--- config.mk ---
export PLATFORM = sky130hd
export DESIGN_NAME = lphc_top
export DESIGN_NICKNAME = d
export VERILOG_FILES = /design/src/hdl/lphc_pkg.sv /design/src/hdl/lphc_top.sv /design/src/hdl/lphc_dot_drive.sv
export VERILOG_INCLUDE_DIRS = /design/src /design/src/hdl
export SDC_FILE = /design/constraint.sdc
export NUM_CORES = 1
export LEC_CHECK = 0
export BUFFER_PORTS_ARGS = -buffer_cell sky130_fd_sc_hd__buf_2
export CORE_MARGIN = 2
export CORE_UTILIZATION = 42
export DETAILED_ROUTE_END_ITERATION = 16
export GPL_TIMING_DRIVEN = 0
export PLACE_DENSITY_LB_ADDON = 0.08
export SLEW_MARGIN = 20
export SYNTH_ARGS = -nofsm -noshare
export SYNTH_HDL_FRONTEND = slang
export SYNTH_SLANG_ARGS = --single-unit
--- constraint.sdc ---
create_clock -name i_clk -period 7.65 [get_ports i_clk]
set_input_delay 0 -clock i_clk [delete_from_list [all_inputs] [get_ports i_clk]]
set_output_delay 0 -clock i_clk [all_outputs]
set_load 0.05 [all_outputs]
--- src/hdl/lphc_map.svh ---
// register offsets, field positions, reset values and codes of the correction head
`ifndef LPHC_MAP_SVH
`define LPHC_MAP_SVH

`define LPHC_REG_CTRL 8'h00
`define LPHC_REG_STATUS 8'h04
`define LPHC_REG_MEM_ADDR 8'h08
`define LPHC_REG_MEM_DATA 8'h0c
`define LPHC_REG_LINE_CNT 8'h10
`define LPHC_REG_CORR_CNT 8'h14
`define LPHC_REG_BAD_CNT 8'h18

`define LPHC_CTRL_APPLY 0
`define LPHC_CTRL_LOCK 1
`define LPHC_CTRL_RESET 2'h1

`define LPHC_ST_CORR 0
`define LPHC_ST_SEL 1
`define LPHC_ST_CODE_LSB 4
`define LPHC_ST_CODE_MSB 7

`define LPHC_SEL_LEN 3'h4
`define LPHC_CORR_CODE 4'ha
`define LPHC_FULL_CODE 4'h8
`define LPHC_MAX_PCT 8'h10
`define LPHC_STD_PCT 8'h64

`endif

--- src/hdl/lphc_pkg.sv ---
// types shared by the correction head logic
package lphc_pkg;

  typedef struct packed {
    logic print_shift_clock;
    logic data_latch_ctl;
    logic [3:0] print_data_line;
    logic [3:0] led_fire_strobe_n;
  } lphc_pins_t;

  typedef struct packed {
    logic [7:0] addr;
    logic [31:0] wdata;
    logic wr;
    logic rd;
  } lphc_bus_req_t;

  typedef enum logic [2:0] {
    LPHC_NORMAL = 3'b001,
    LPHC_SELECT = 3'b010,
    LPHC_CORRECT = 3'b100
  } lphc_state_t;

endpackage

--- src/hdl/lphc_top.sv ---
// correction control stage of the per-dot corrected led print head
`timescale 1ns/1ps
`include "lphc_map.svh"

// Summary of operation
// (RQ1) After reset, and whenever the latch control is low, the head runs in normal print mode.
// (RQ2) In normal mode each shift clock rise moves the four data lines into the four driver chains.
// (RQ3) A high pulse on the latch control copies the shift chains into the driver latches.
// (RQ4) A latched dot lights only while its group's active-low fire strobe is low.
// (RQ5) With the latch control held high, four bits of data line zero are taken on shift clock falls.
// (RQ6) The four bits are decoded and correction mode starts at the fifth shift clock fall.
// (RQ7) Correction mode lasts while the latch control stays high and ends when it goes low.
// (RQ8) Every dot owns a four-bit code picking one of sixteen current steps.
// (RQ9) Code 0 is no change, 1-7 add 2-14 percent, 8 adds 16, 15 down to 9 take 2-14 percent.
// (RQ10) The correction changes the dot current, never its on-time.
// (RQ11) Pin signals pass through this stage to the drivers with the same print sequence.
// (RQ12) Even dots sit on one driver side and odd dots on the other, each at half the pitch.
// (RQ13) Per-dot codes are kept in on-chip storage here and fed to the drivers.
// (RQ14) The host keeps the latch control high until the last correction word has been shifted.
module lphc_top #(
  parameter int DOTS = 64
) (
  // clock and reset
  input wire logic i_clk,
  input wire logic i_rst_n,
  // head pins from the host
  input wire lphc_pkg::lphc_pins_t i_pins,
  // register port
  input wire logic [7:0] i_addr,
  input wire logic [31:0] i_wdata,
  input wire logic i_wr,
  input wire logic i_rd,
  output logic [31:0] o_rdata,
  // pin copy toward the drivers
  output lphc_pkg::lphc_pins_t o_fwd_pins,
  // dot drive, side a holds even dots and side b odd dots
  output logic [DOTS/2-1:0] o_side_a_on,
  output logic [DOTS/2-1:0] o_side_b_on,
  output logic [DOTS/2-1:0][7:0] o_side_a_current,
  output logic [DOTS/2-1:0][7:0] o_side_b_current,
  // mode
  output logic o_corr_mode
);

  localparam int CHAIN = DOTS / 4;
  localparam int AW = $clog2(DOTS);

  lphc_pkg::lphc_bus_req_t req;
  assign req = '{addr: i_addr, wdata: i_wdata, wr: i_wr, rd: i_rd};

  // three-stage capture; a change counts once stages two and three agree
  lphc_pkg::lphc_pins_t sync1_reg;
  lphc_pkg::lphc_pins_t sync2_reg;
  lphc_pkg::lphc_pins_t sync3_reg;
  lphc_pkg::lphc_pins_t filt_reg;
  lphc_pkg::lphc_pins_t filt_next;
  lphc_pkg::lphc_pins_t prev_reg;

  assign filt_next = (sync2_reg & ~(sync2_reg ^ sync3_reg)) | (filt_reg & (sync2_reg ^ sync3_reg));

  always_ff @(posedge i_clk or negedge i_rst_n) begin
    if (!i_rst_n) begin
      sync1_reg <= '0;
      sync2_reg <= '0;
      sync3_reg <= '0;
      filt_reg <= '0;
      prev_reg <= '0;
    end else begin
      sync1_reg <= i_pins;
      sync2_reg <= sync1_reg;
      sync3_reg <= sync2_reg;
      filt_reg <= filt_next;
      prev_reg <= filt_reg;
    end
  end

  logic clk_rise;
  logic clk_fall;
  logic latch_rise;
  logic latch_fall;

  assign clk_rise = filt_reg.print_shift_clock & ~prev_reg.print_shift_clock;
  assign clk_fall = ~filt_reg.print_shift_clock & prev_reg.print_shift_clock;
  assign latch_rise = filt_reg.data_latch_ctl & ~prev_reg.data_latch_ctl;
  assign latch_fall = ~filt_reg.data_latch_ctl & prev_reg.data_latch_ctl;

  // pins toward the drivers keep their order and spacing
  always_ff @(posedge i_clk or negedge i_rst_n) begin
    if (!i_rst_n) begin
      o_fwd_pins <= '0;
    end else begin
      o_fwd_pins <= filt_reg; // (RQ11)
    end
  end

  // mode control
  lphc_pkg::lphc_state_t state_reg;
  logic [2:0] sel_cnt_reg;
  logic [3:0] sel_bits_reg;
  logic [3:0] mode_code_reg;

  always_ff @(posedge i_clk or negedge i_rst_n) begin
    if (!i_rst_n) begin
      state_reg <= lphc_pkg::LPHC_NORMAL; // (RQ1)
    end else begin
      case (state_reg)
        lphc_pkg::LPHC_NORMAL: begin
          if (latch_rise) begin
            state_reg <= lphc_pkg::LPHC_SELECT; // (RQ5)
          end
        end
        lphc_pkg::LPHC_SELECT: begin
          if (latch_fall) begin
            state_reg <= lphc_pkg::LPHC_NORMAL; // (RQ1)
          end else if (clk_fall && sel_cnt_reg == `LPHC_SEL_LEN && sel_bits_reg == `LPHC_CORR_CODE) begin
            state_reg <= lphc_pkg::LPHC_CORRECT; // (RQ6)
          end
        end
        lphc_pkg::LPHC_CORRECT: begin
          if (latch_fall) begin
            state_reg <= lphc_pkg::LPHC_NORMAL; // (RQ7)
          end
        end
        default: begin
          state_reg <= lphc_pkg::LPHC_NORMAL;
        end
      endcase
    end
  end

  // select bits arrive first-bit-msb on data line zero
  always_ff @(posedge i_clk or negedge i_rst_n) begin
    if (!i_rst_n) begin
      sel_cnt_reg <= 3'h0;
      sel_bits_reg <= 4'h0;
      mode_code_reg <= 4'h0;
    end else if (state_reg != lphc_pkg::LPHC_SELECT) begin
      sel_cnt_reg <= 3'h0;
    end else if (clk_fall) begin
      if (sel_cnt_reg < `LPHC_SEL_LEN) begin
        sel_bits_reg <= {sel_bits_reg[2:0], filt_reg.print_data_line[0]}; // (RQ5)
        sel_cnt_reg <= sel_cnt_reg + 3'h1;
      end else if (sel_cnt_reg == `LPHC_SEL_LEN) begin
        mode_code_reg <= sel_bits_reg; // (RQ6)
        sel_cnt_reg <= sel_cnt_reg + 3'h1;
      end
    end
  end

  assign o_corr_mode = (state_reg == lphc_pkg::LPHC_CORRECT);

  // driver shift chains and latches
  logic [DOTS-1:0] shift_reg;
  logic [DOTS-1:0] latch_reg;

  // chain k holds dots k*CHAIN .. k*CHAIN+CHAIN-1, newest bit at the top
  always_ff @(posedge i_clk or negedge i_rst_n) begin
    if (!i_rst_n) begin
      shift_reg <= '0;
    end else if (state_reg == lphc_pkg::LPHC_NORMAL && clk_rise) begin
      for (int k = 0; k < 4; k++) begin
        for (int p = 0; p < CHAIN - 1; p++) begin
          shift_reg[k*CHAIN+p] <= shift_reg[k*CHAIN+p+1]; // (RQ2)
        end
        shift_reg[k*CHAIN+CHAIN-1] <= filt_reg.print_data_line[k]; // (RQ2)
      end
    end
  end

  // latching on the rising side of the pulse also opens mode select;
  // a pulse with no clock in it never reaches the fifth fall
  always_ff @(posedge i_clk or negedge i_rst_n) begin
    if (!i_rst_n) begin
      latch_reg <= '0;
    end else if (state_reg == lphc_pkg::LPHC_NORMAL && latch_rise) begin
      latch_reg <= shift_reg; // (RQ3)
    end
  end

  // correction code storage, not cleared by reset
  logic [3:0] corr_mem [DOTS];
  logic [AW-1:0] wr_ptr_reg;
  logic [AW-1:0] mem_addr_reg;
  logic [1:0] ctrl_reg;
  logic bus_mem_wr;

  assign bus_mem_wr = req.wr && req.addr == `LPHC_REG_MEM_DATA && !ctrl_reg[`LPHC_CTRL_LOCK];

  // one code per shift rise, lines 3..0 as b3..b0
  always_ff @(posedge i_clk) begin
    if (o_corr_mode && clk_rise) begin
      corr_mem[wr_ptr_reg] <= filt_reg.print_data_line; // (RQ13)
    end else if (bus_mem_wr) begin
      corr_mem[mem_addr_reg] <= req.wdata[3:0]; // (RQ13)
    end
  end

  always_ff @(posedge i_clk or negedge i_rst_n) begin
    if (!i_rst_n) begin
      wr_ptr_reg <= '0;
    end else if (!o_corr_mode) begin
      wr_ptr_reg <= '0;
    end else if (clk_rise) begin
      wr_ptr_reg <= AW'(wr_ptr_reg + 1'b1); // (RQ14)
    end
  end

  // fire and drive
  logic [DOTS-1:0] fire_now;
  logic [DOTS-1:0] dot_on;
  logic [DOTS-1:0][7:0] dot_current;

  always_comb begin
    for (int d = 0; d < DOTS; d++) begin
      fire_now[d] = latch_reg[d] & ~filt_reg.led_fire_strobe_n[d / CHAIN]; // (RQ4)
    end
  end

  genvar g;
  generate
    for (g = 0; g < DOTS; g++) begin : g_dot
      lphc_dot_drive u_drive (
        .i_clk(i_clk),
        .i_rst_n(i_rst_n),
        .i_lit(fire_now[g]),
        .i_apply(ctrl_reg[`LPHC_CTRL_APPLY]),
        .i_code(corr_mem[g]),
        .o_on(dot_on[g]),
        .o_current(dot_current[g])
      );
    end
  endgenerate

  always_comb begin
    for (int h = 0; h < DOTS / 2; h++) begin
      o_side_a_on[h] = dot_on[2*h]; // (RQ12)
      o_side_b_on[h] = dot_on[2*h+1]; // (RQ12)
      o_side_a_current[h] = dot_current[2*h];
      o_side_b_current[h] = dot_current[2*h+1];
    end
  end

  // activity counters
  logic [15:0] line_cnt_reg;
  logic [15:0] corr_cnt_reg;
  logic [15:0] bad_cnt_reg;

  always_ff @(posedge i_clk or negedge i_rst_n) begin
    if (!i_rst_n) begin
      line_cnt_reg <= 16'h0000;
      corr_cnt_reg <= 16'h0000;
      bad_cnt_reg <= 16'h0000;
    end else begin
      if (state_reg == lphc_pkg::LPHC_NORMAL && latch_rise) begin
        line_cnt_reg <= line_cnt_reg + 16'h0001;
      end
      if (o_corr_mode && clk_rise) begin
        corr_cnt_reg <= corr_cnt_reg + 16'h0001;
      end
      if (state_reg == lphc_pkg::LPHC_SELECT && clk_fall && sel_cnt_reg == `LPHC_SEL_LEN
          && sel_bits_reg != `LPHC_CORR_CODE) begin
        bad_cnt_reg <= bad_cnt_reg + 16'h0001;
      end
    end
  end

  // register writes
  always_ff @(posedge i_clk or negedge i_rst_n) begin
    if (!i_rst_n) begin
      ctrl_reg <= `LPHC_CTRL_RESET;
      mem_addr_reg <= '0;
    end else if (req.wr) begin
      case (req.addr)
        `LPHC_REG_CTRL: begin
          ctrl_reg <= req.wdata[1:0];
        end
        `LPHC_REG_MEM_ADDR: begin
          mem_addr_reg <= req.wdata[AW-1:0];
        end
        default: begin
          mem_addr_reg <= mem_addr_reg;
        end
      endcase
    end
  end

  // register reads, data stands one cycle after the strobe only
  logic [31:0] rd_next;

  always_comb begin
    rd_next = 32'h0000_0000;
    case (req.addr)
      `LPHC_REG_CTRL: begin
        rd_next[1:0] = ctrl_reg;
      end
      `LPHC_REG_STATUS: begin
        rd_next[`LPHC_ST_CORR] = o_corr_mode;
        rd_next[`LPHC_ST_SEL] = (state_reg == lphc_pkg::LPHC_SELECT);
        rd_next[`LPHC_ST_CODE_MSB:`LPHC_ST_CODE_LSB] = mode_code_reg;
      end
      `LPHC_REG_MEM_ADDR: begin
        rd_next[AW-1:0] = mem_addr_reg;
      end
      `LPHC_REG_MEM_DATA: begin
        rd_next[3:0] = corr_mem[mem_addr_reg];
      end
      `LPHC_REG_LINE_CNT: begin
        rd_next[15:0] = line_cnt_reg;
      end
      `LPHC_REG_CORR_CNT: begin
        rd_next[15:0] = corr_cnt_reg;
      end
      `LPHC_REG_BAD_CNT: begin
        rd_next[15:0] = bad_cnt_reg;
      end
      default: begin
        rd_next = 32'h0000_0000;
      end
    endcase
  end

  always_ff @(posedge i_clk or negedge i_rst_n) begin
    if (!i_rst_n) begin
      o_rdata <= 32'h0000_0000;
    end else if (req.rd) begin
      o_rdata <= rd_next;
    end else begin
      o_rdata <= 32'h0000_0000;
    end
  end

endmodule

--- src/hdl/lphc_dot_drive.sv ---
// per-dot drive stage: on/off follows the strobe, current follows the correction code
`timescale 1ns/1ps
`include "lphc_map.svh"

module lphc_dot_drive (
  // clock and reset
  input wire logic i_clk,
  input wire logic i_rst_n,
  // dot control
  input wire logic i_lit,
  input wire logic i_apply,
  input wire logic [3:0] i_code,
  // dot drive
  output logic o_on,
  output logic [7:0] o_current
);

  function automatic logic signed [7:0] code_to_pct(input logic [3:0] code);
    logic signed [7:0] s;
    s = {{4{code[3]}}, code};
    if (code == `LPHC_FULL_CODE) begin
      return `LPHC_MAX_PCT;
    end
    return s <<< 1;
  endfunction

  logic signed [7:0] pct;

  assign pct = i_apply ? code_to_pct(i_code) : 8'sh00;

  // on-time is untouched; only the current level moves
  always_ff @(posedge i_clk or negedge i_rst_n) begin
    if (!i_rst_n) begin
      o_on <= 1'b0;
      o_current <= 8'h00;
    end else begin
      o_on <= i_lit; // (RQ10)
      o_current <= i_lit ? 8'(`LPHC_STD_PCT + pct) : 8'h00; // (RQ8) (RQ9) (RQ10)
    end
  end

endmodule

==> reports/qor.txt, run 1 <==
FFs w/ async S/R, synth -> 0.753
Worst hold slack -> 41.7 ps
Clk root buf -> clkbuf_16
I/O Buffers -> 566
Reg clk slew, reported paths -> 60 ps
#FFs+latches synth -> 1038
Pin count of the biggest net entering global routing -> 102
Mux cell area share after synthesis -> 0.0656
Die Height -> 316 microns
TritonCTS Sinks -> 1038
Post-DP Area -> 0.0463 sq mm
Design Area, Final -> 0.0505 sq mm
Synth-to-layout area growth -> 23.5%
First-pass GRT wire length -> 180000 microns
DRT Pass-1 Iters -> 5
Initial antenna violation count -> 8
Clock buffer count from CTS -> 111
Sequential-to-total area share from yosys stat -> 0.666
Pwr Density -> 291 mW/mm^2
Clock Latency Late Sink -> 690 ps
Largest Register -> g_dot.u_drive.o_current
R2r endpoint -> corr_mem[37][3]
XOR/XNOR share of the synthesized area -> 0.0246
Worst-path fanout max -> 10
HPWL Detailed -> 91800 microns
Post-Syn Area -> 0.0409 sq mm
Comb power frac -> 0.175
RSZ-0062 raised after global routing -> false
Data required, critical path -> 8000 ps
Worst reg2reg path depth -> 8
CP endpoint -> corr_mem[37][3]
Pleak -> 24.9 nW
Endpoints failing setup -> 0
Core region area -> 0.0966 sq mm
Post-Route Utilization -> 0.523
Setup CP Type -> reg -> reg
Post-route minimum period -> 4560 ps
WP data arrival -> 4910 ps
Worst setup EP type -> flop
Post-CTS Setup Repair Bufs -> 0
Total grt overflow -> 0
Synth Area in Simple Gates -> 0.132
Switching Fraction -> 0.304
Synth Warn # -> 0
Final slew viol count -> 0
Clk buf depth -> 3
Seq pwr share -> 0.449
Maximum VDD drop -> 0.177 mV
CTS tree -> yes
Area of the die -> 0.0999 sq mm
Synth Area in Adders -> 0.0239
Top_reg_cell synth -> dfrtp_1
Vias per cell -> 5.10
Compound-Gate Fraction of Synth Area -> 0.0432
Hold_buf cts -> 41
CTS resizes -> 0
P_sw -> 0.00446 W
DRT iter0 DRCs -> 2106
Number of remaining DRC errors -> 0
Post-synth EDFFs -> 256
Final Wtd Congestion -> 0.842
Startpoint class of the critical path -> flop
Final wirelength -> 126000 microns
Regs by FF count -> g_dot.u_drive.o_current x448, corr_mem x256
Netlist cell types -> 69
Fmax -> 0.219 GHz
Vias in the first global route -> 27110
Wirelength per Cell -> 23.6 microns
Reg2reg start -> mem_addr_reg[1]
Die X -> 316 microns
Fin nets -> 4093
Syn Area/Cell -> 13.2 sq um
Worst Setup SP -> mem_addr_reg[1]
Part of the cycle the worst path needs -> 0.596
ANT nets after route -> 0
IO Count -> 673
Internal Power -> 0.0102 W
Initial core utilization -> 0.424
Hold Crit Class -> in -> reg
Status -> completed
FP Rows -> 114
Syn Inst Count -> 3093
Clock Power Share -> 0.376
Final hold violation count -> 0
H-tree levels -> 3
Slew HR -> 0.244
Vias -> 27218
Max-cap violations -> 0
Clock skew -> 15.8 ps
Slew @ Worst Pin -> 1130 ps
Worst reg2reg setup slack -> 3090 ps
Final Power -> 0.0147 W
Number of flip-flops under the largest register name -> 448
Share of cells above drive strength 1 -> 0.270
Main combinational cell family by area after synthesis -> simple AND/OR/NAND/NOR gates
Total Routing Usage GR -> 0.248
==> power by group through the flow <==
stage                     sequential (W)  combinational (W)  clock (W)
after CTS                        0.00659            0.00260    0.00562
final                            0.00658            0.00257    0.00552
after detailed placement         0.00669            0.00258          0
after global routing             0.00664            0.00275    0.00585
after global placement           0.00671            0.00253          0
after floorplan                  0.00730            0.00109          0
==> cells in the final DEF, fill, tap and decap left out, types with 11 or more instances in the layout <==
cell type and count:
nand3_1 16, and3_1 72, mux4_2 46, o22ai_1 11
clkbuf_16 120, ha_1 70, clkbuf_1 100, a222oi_1 12
nand2b_1 71, nand4_1 16, xor2_1 83, mux2i_1 33
conb_1 144, clkinv_2 22, inv_1 73, buf_4 149
dfrtp_1 780, xnor2_1 32, and2_1 194, nor2_1 305
dlygate4sd3_1 41, edfxtp_1 256, mux2_2 103, buf_2 578
a21oi_1 19, nor3_1 76, a31oi_1 13, clkbuf_8 23
a211oi_1 66, a41oi_1 64, nand2_1 315
==> synthesized netlist by cell type, types with 8 or more instances <==
cell / number / share of area
a211oi_1: 66 / 0.012
a21oi_1: 20 / 0.0024
a222oi_1: 12 / 0.0029
a31oi_1: 16 / 0.0024
a41oi_1: 65 / 0.014
and2_1: 194 / 0.030
and3_1: 72 / 0.011
buf_2: 12 / 0.0015
buf_4: 149 / 0.027
clkbuf_1: 82 / 0.0075
dfrtp_1: 780 / 0.48
edfxtp_1: 256 / 0.19
ha_1: 70 / 0.021
inv_1: 73 / 0.0067
maj3_1: 10 / 0.0024
mux2_2: 103 / 0.028
mux2i_1: 33 / 0.0081
mux4_2: 46 / 0.025
nand2_1: 319 / 0.029
nand2b_1: 71 / 0.011
nand3_1: 16 / 0.0020
nand4_1: 16 / 0.0024
nor2_1: 305 / 0.028
nor2b_1: 10 / 0.0015
nor3_1: 76 / 0.0093
o21ai_0: 8 / 0.00098
o22ai_1: 11 / 0.0017
xnor2_1: 32 / 0.0069
xor2_1: 83 / 0.018
==> critical path, stage by stage, from the launching register on <==
cell and delay [ps]:
dfrtp_1 310, buf_2 400, buf_2 520, buf_2 620
buf_1 890, nand2b_1 230, nor2_1 80, a31oi_1 770
nor2_1 360
==> logic make-up (layout without fill, tap and decap cells) <==
group | after synthesis | in the layout
fa+ha+maj | 80 | 80
xor+xnor | 115 | 115
simple gates | 1117 | 1117
compound gates | 229 | 229
buf+inv | 325 | 1151
other cells | 1 | 145
flops | 1038 | 1038
mux | 188 | 188
==> worst min-delay path by stage <==
stage	slack, ps	cells after the start	start	endpoint
floorplan	-300	0	i_rst_n	asynchronous set/reset pin
global placement	110	1	i_pins[9]	sync1_reg[9]
detailed placement	-170	1	i_rst_n	g_dot[54].u_drive.o_current[4]
CTS	30	4	i_addr[6]	o_rdata[0]
global route	30	4	i_addr[6]	o_rdata[0]
finish	40	4	i_addr[6]	o_rdata[0]
==> final cells by class <==
class,instances,area [sq um]
Timing Repair Buffer,620,3580
Fill cell,8553,46100
Inverter,73,274
Antenna cell,1,2.50
Tap cell,1276,1600
Buffer,252,1560
Clock buffer,165,3400
Sequential cell,1038,27300
Clock inverter,41,408
Multi-Input combinational cell,1873,12400
==> layer usage <==
| metal | track usage | up-vias | part of all wire |
|---|---|---|---|
| li1 | - | 12208 | - |
| met1 | 0.340 | 13929 | 0.43 |
| met2 | 0.406 | 933 | 0.48 |
| met3 | 0.0446 | 148 | 0.063 |
| met4 | 0.0692 | 0 | 0.023 |
| met5 | 0 | - | 0 |
==> metrics by stage <==
step | setup slack, ps | cells | setup TNS, ps
2_1_floorplan | 4630 | 3236 | 0
3_5_place_dp | 3110 | 5091 | 0
5_1_grt | 3030 | 5338 | 0
3_3_place_gp | -10320 | 5078 | -7964540
4_1_cts | 3110 | 5338 | 0
6_report | 3090 | 5339 | 0
No activity file was read; power rests on OpenSTA's default activity.
==> run 2: changes to the inputs <==
clock period = 4.4 ns   (was 7.65 ns; I/O delays follow)
==> reports/qor.txt, run 2 (synthesis gave the netlist of run 1 again) <==
Post-route minimum period -> 4260 ps (-296 ps)
Comb power frac -> 0.175 (about the same)
H-tree levels -> 3 (unchanged)
Worst reg2reg setup slack -> 140 ps (-2950 ps)
FP Rows -> 114 (unchanged)
Setup CP Type -> reg -> reg
Post-CTS Setup Repair Bufs -> 0 (unchanged)
Internal Power -> 0.0178 W (+74%)
Hold Crit Class -> in -> reg
Status -> completed
TritonCTS Sinks -> 1038 (unchanged)
Clock skew -> 20.7 ps (+4.94 ps)
Maximum VDD drop -> 0.308 mV (+74%)
CTS tree -> yes
Regs by FF count -> g_dot.u_drive.o_current x448, corr_mem x256
Die X -> 316 microns (unchanged)
Cell at the slowest stage of the critical path -> a31oi_1
Pleak -> 24.9 nW (about the same)
P_sw -> 0.00775 W (+74%)
Slew @ Worst Pin -> 1130 ps (+0.0962 ps)
DRT iter0 DRCs -> 2064 (-2.0%)
Clk buf depth -> 3 (unchanged)
Worst path cell trace -> buf_2 > buf_2 > buf_2 > clkdlybuf4s15_2 > nand2b_1 > nor2_1 > a31oi_1 > nor2_1
Share of cells above drive strength 1 -> 0.271 (about the same)
Total Routing Usage GR -> 0.248 (unchanged)
Final slew viol count -> 0 (unchanged)
Reg2reg start -> mem_addr_reg[1]
Most frequent cells in the layout -> dfrtp_1, buf_2, nand2_1
Max incr delay on CP -> 780 ps (-110 ps)
Pin count of the biggest net entering global routing -> 102 (unchanged)
Largest Register -> g_dot.u_drive.o_current
Startpoint class of the critical path -> flop
Wirelength per Cell -> 23.5 microns (about the same)
Top cell by count, worst path -> buf_2
CP endpoint -> corr_mem[37][3]
Pwr Density -> 505 mW/mm^2 (+74%)
Worst Setup SP -> mem_addr_reg[1]
Post-DP Area -> 0.0463 sq mm (unchanged)
Data required, critical path -> 4750 ps (-3250 ps)
Clock Latency Late Sink -> 700 ps (about the same)
Final Wtd Congestion -> 0.842 (unchanged)
Final hold violation count -> 0 (unchanged)
Commonest non-fill, non-tap cell in the layout -> dfrtp_1
Initial core utilization -> 0.424 (unchanged)
RSZ-0062 raised after global routing -> false
Clock buffer count from CTS -> 111 (unchanged)
Fin nets -> 4093 (unchanged)
I/O Buffers -> 566 (unchanged)
Design Area, Final -> 0.0505 sq mm (about the same)
Vias -> 27173 (-0.17%)
DP Worst Slack -> -138 ps (-3250 ps)
WP data arrival -> 4610 ps (-300 ps)
Number of remaining DRC errors -> 0 (unchanged)
Area of the die -> 0.0999 sq mm (unchanged)
Worst-path fanout max -> 10 (unchanged)
Final wirelength -> 126000 microns (about the same)
Part of the cycle the worst path needs -> 0.968 (+0.373)
Core region area -> 0.0966 sq mm (unchanged)
Clk root buf -> clkbuf_16
Vias in the first global route -> 27120 (+0.037%)
Vias per cell -> 5.09 (-0.17%)
Switching Fraction -> 0.303 (about the same)
Number of flip-flops under the largest register name -> 448 (unchanged)
Slew HR -> 0.247 (+0.00345)
Fmax -> 0.235 GHz (+6.9%)
Endpoints failing setup -> 0 (unchanged)
DRT Pass-1 Iters -> 7 (+2)
ANT nets after route -> 0 (unchanged)
HPWL Detailed -> 91800 microns (unchanged)
PnR worst setup slack -> 139 ps (-2950 ps)
Initial antenna violation count -> 8 (unchanged)
Worst reg2reg path depth -> 8 (unchanged)
Worst setup EP type -> flop
First-pass GRT wire length -> 180000 microns (unchanged)
Clock Power Share -> 0.376 (about the same)
Max-cap violations -> 0 (unchanged)
Synth-to-layout area growth -> 23.5% (about the same)
Die Height -> 316 microns (unchanged)
Total grt overflow -> 0 (unchanged)
R2r endpoint -> corr_mem[37][3]
Seq pwr share -> 0.449 (about the same)
IO Count -> 673 (unchanged)
Reg clk slew, reported paths -> 60 ps (about the same)
[run 2: cell count changes in the layout (fill, tap and decap cells not counted), sizes merged]
| cell | delta |
|---|---|
| clkdlybuf4s15 | +1 |
| buf | -1 |
[run 2: stage by stage]
step	setup TNS [ps]	util	instances	total power, W	hold slack [ps]
global placement	-	0.475	5078	0.0161	108
floorplan	0	-	3236	0.0146	-296
finish	0	0.523	5339	0.0255	42.0
CTS	0	0.523	5338	0.0257	26.3
detailed placement	-960	0.479	5091	0.0161	-170
global route	0	0.523	5338	0.0265	33.2
[run 2: timing repair]
item,in CTS,in global routing
hold buffers,41,0
hold endpoints to repair,388,0
setup endpoints to repair,21,0
resized for setup,2,0
[run 2: critical path, delay by kind of cell (launching register included)]
kind	cells	cell delay, ps
and+or+nand+nor	3	650
AOI/OAI and AO/OA	1	780
buffers and inverters	4	2140
DFF	1	310
[run 2: layout make-up]
class                   instances  area [sq um]
inverters                      73           274
plain buffers                 252          1570
multi-input cells            1873         12400
flip-flops and latches       1038         27300
well taps                    1276          1600
diodes                          1          2.50
clock buffers                 165          3400
fillers                      8551         46000
repair buffers                620          3580
clock inverters                41           408
[run 2: worst min-delay path by stage]
stage                   start                              to  slack, ps  depth (start not counted)
CTS                 i_addr[6]                      o_rdata[0]         30                          4
finish              i_addr[6]                      o_rdata[0]         40                          4
detailed placement    i_rst_n  g_dot[54].u_drive.o_current[4]       -170                          1
global route        i_addr[6]                      o_rdata[0]         30                          4
floorplan             i_rst_n      asynchronous set/reset pin       -300                          0
global placement    i_pins[9]                    sync1_reg[9]        110                          1
[run 2: per-layer routing]
layer,track usage,wire [microns],up-vias
met2,0.406,60500,936
li1,-,-,12219
met3,0.0446,8020,160
met1,0.340,54200,13858
met5,0,0,-
met4,0.0702,3000,0
[run 2: power groups by stage]
stage	combinational [W]	clock, W	sequential [W]
after floorplan	0.00190	0	0.0127
after global placement	0.00441	0	0.0117
after detailed placement	0.00448	0	0.0116
after CTS	0.00452	0.00977	0.0115
after global routing	0.00477	0.0102	0.0115
final	0.00447	0.00960	0.0114
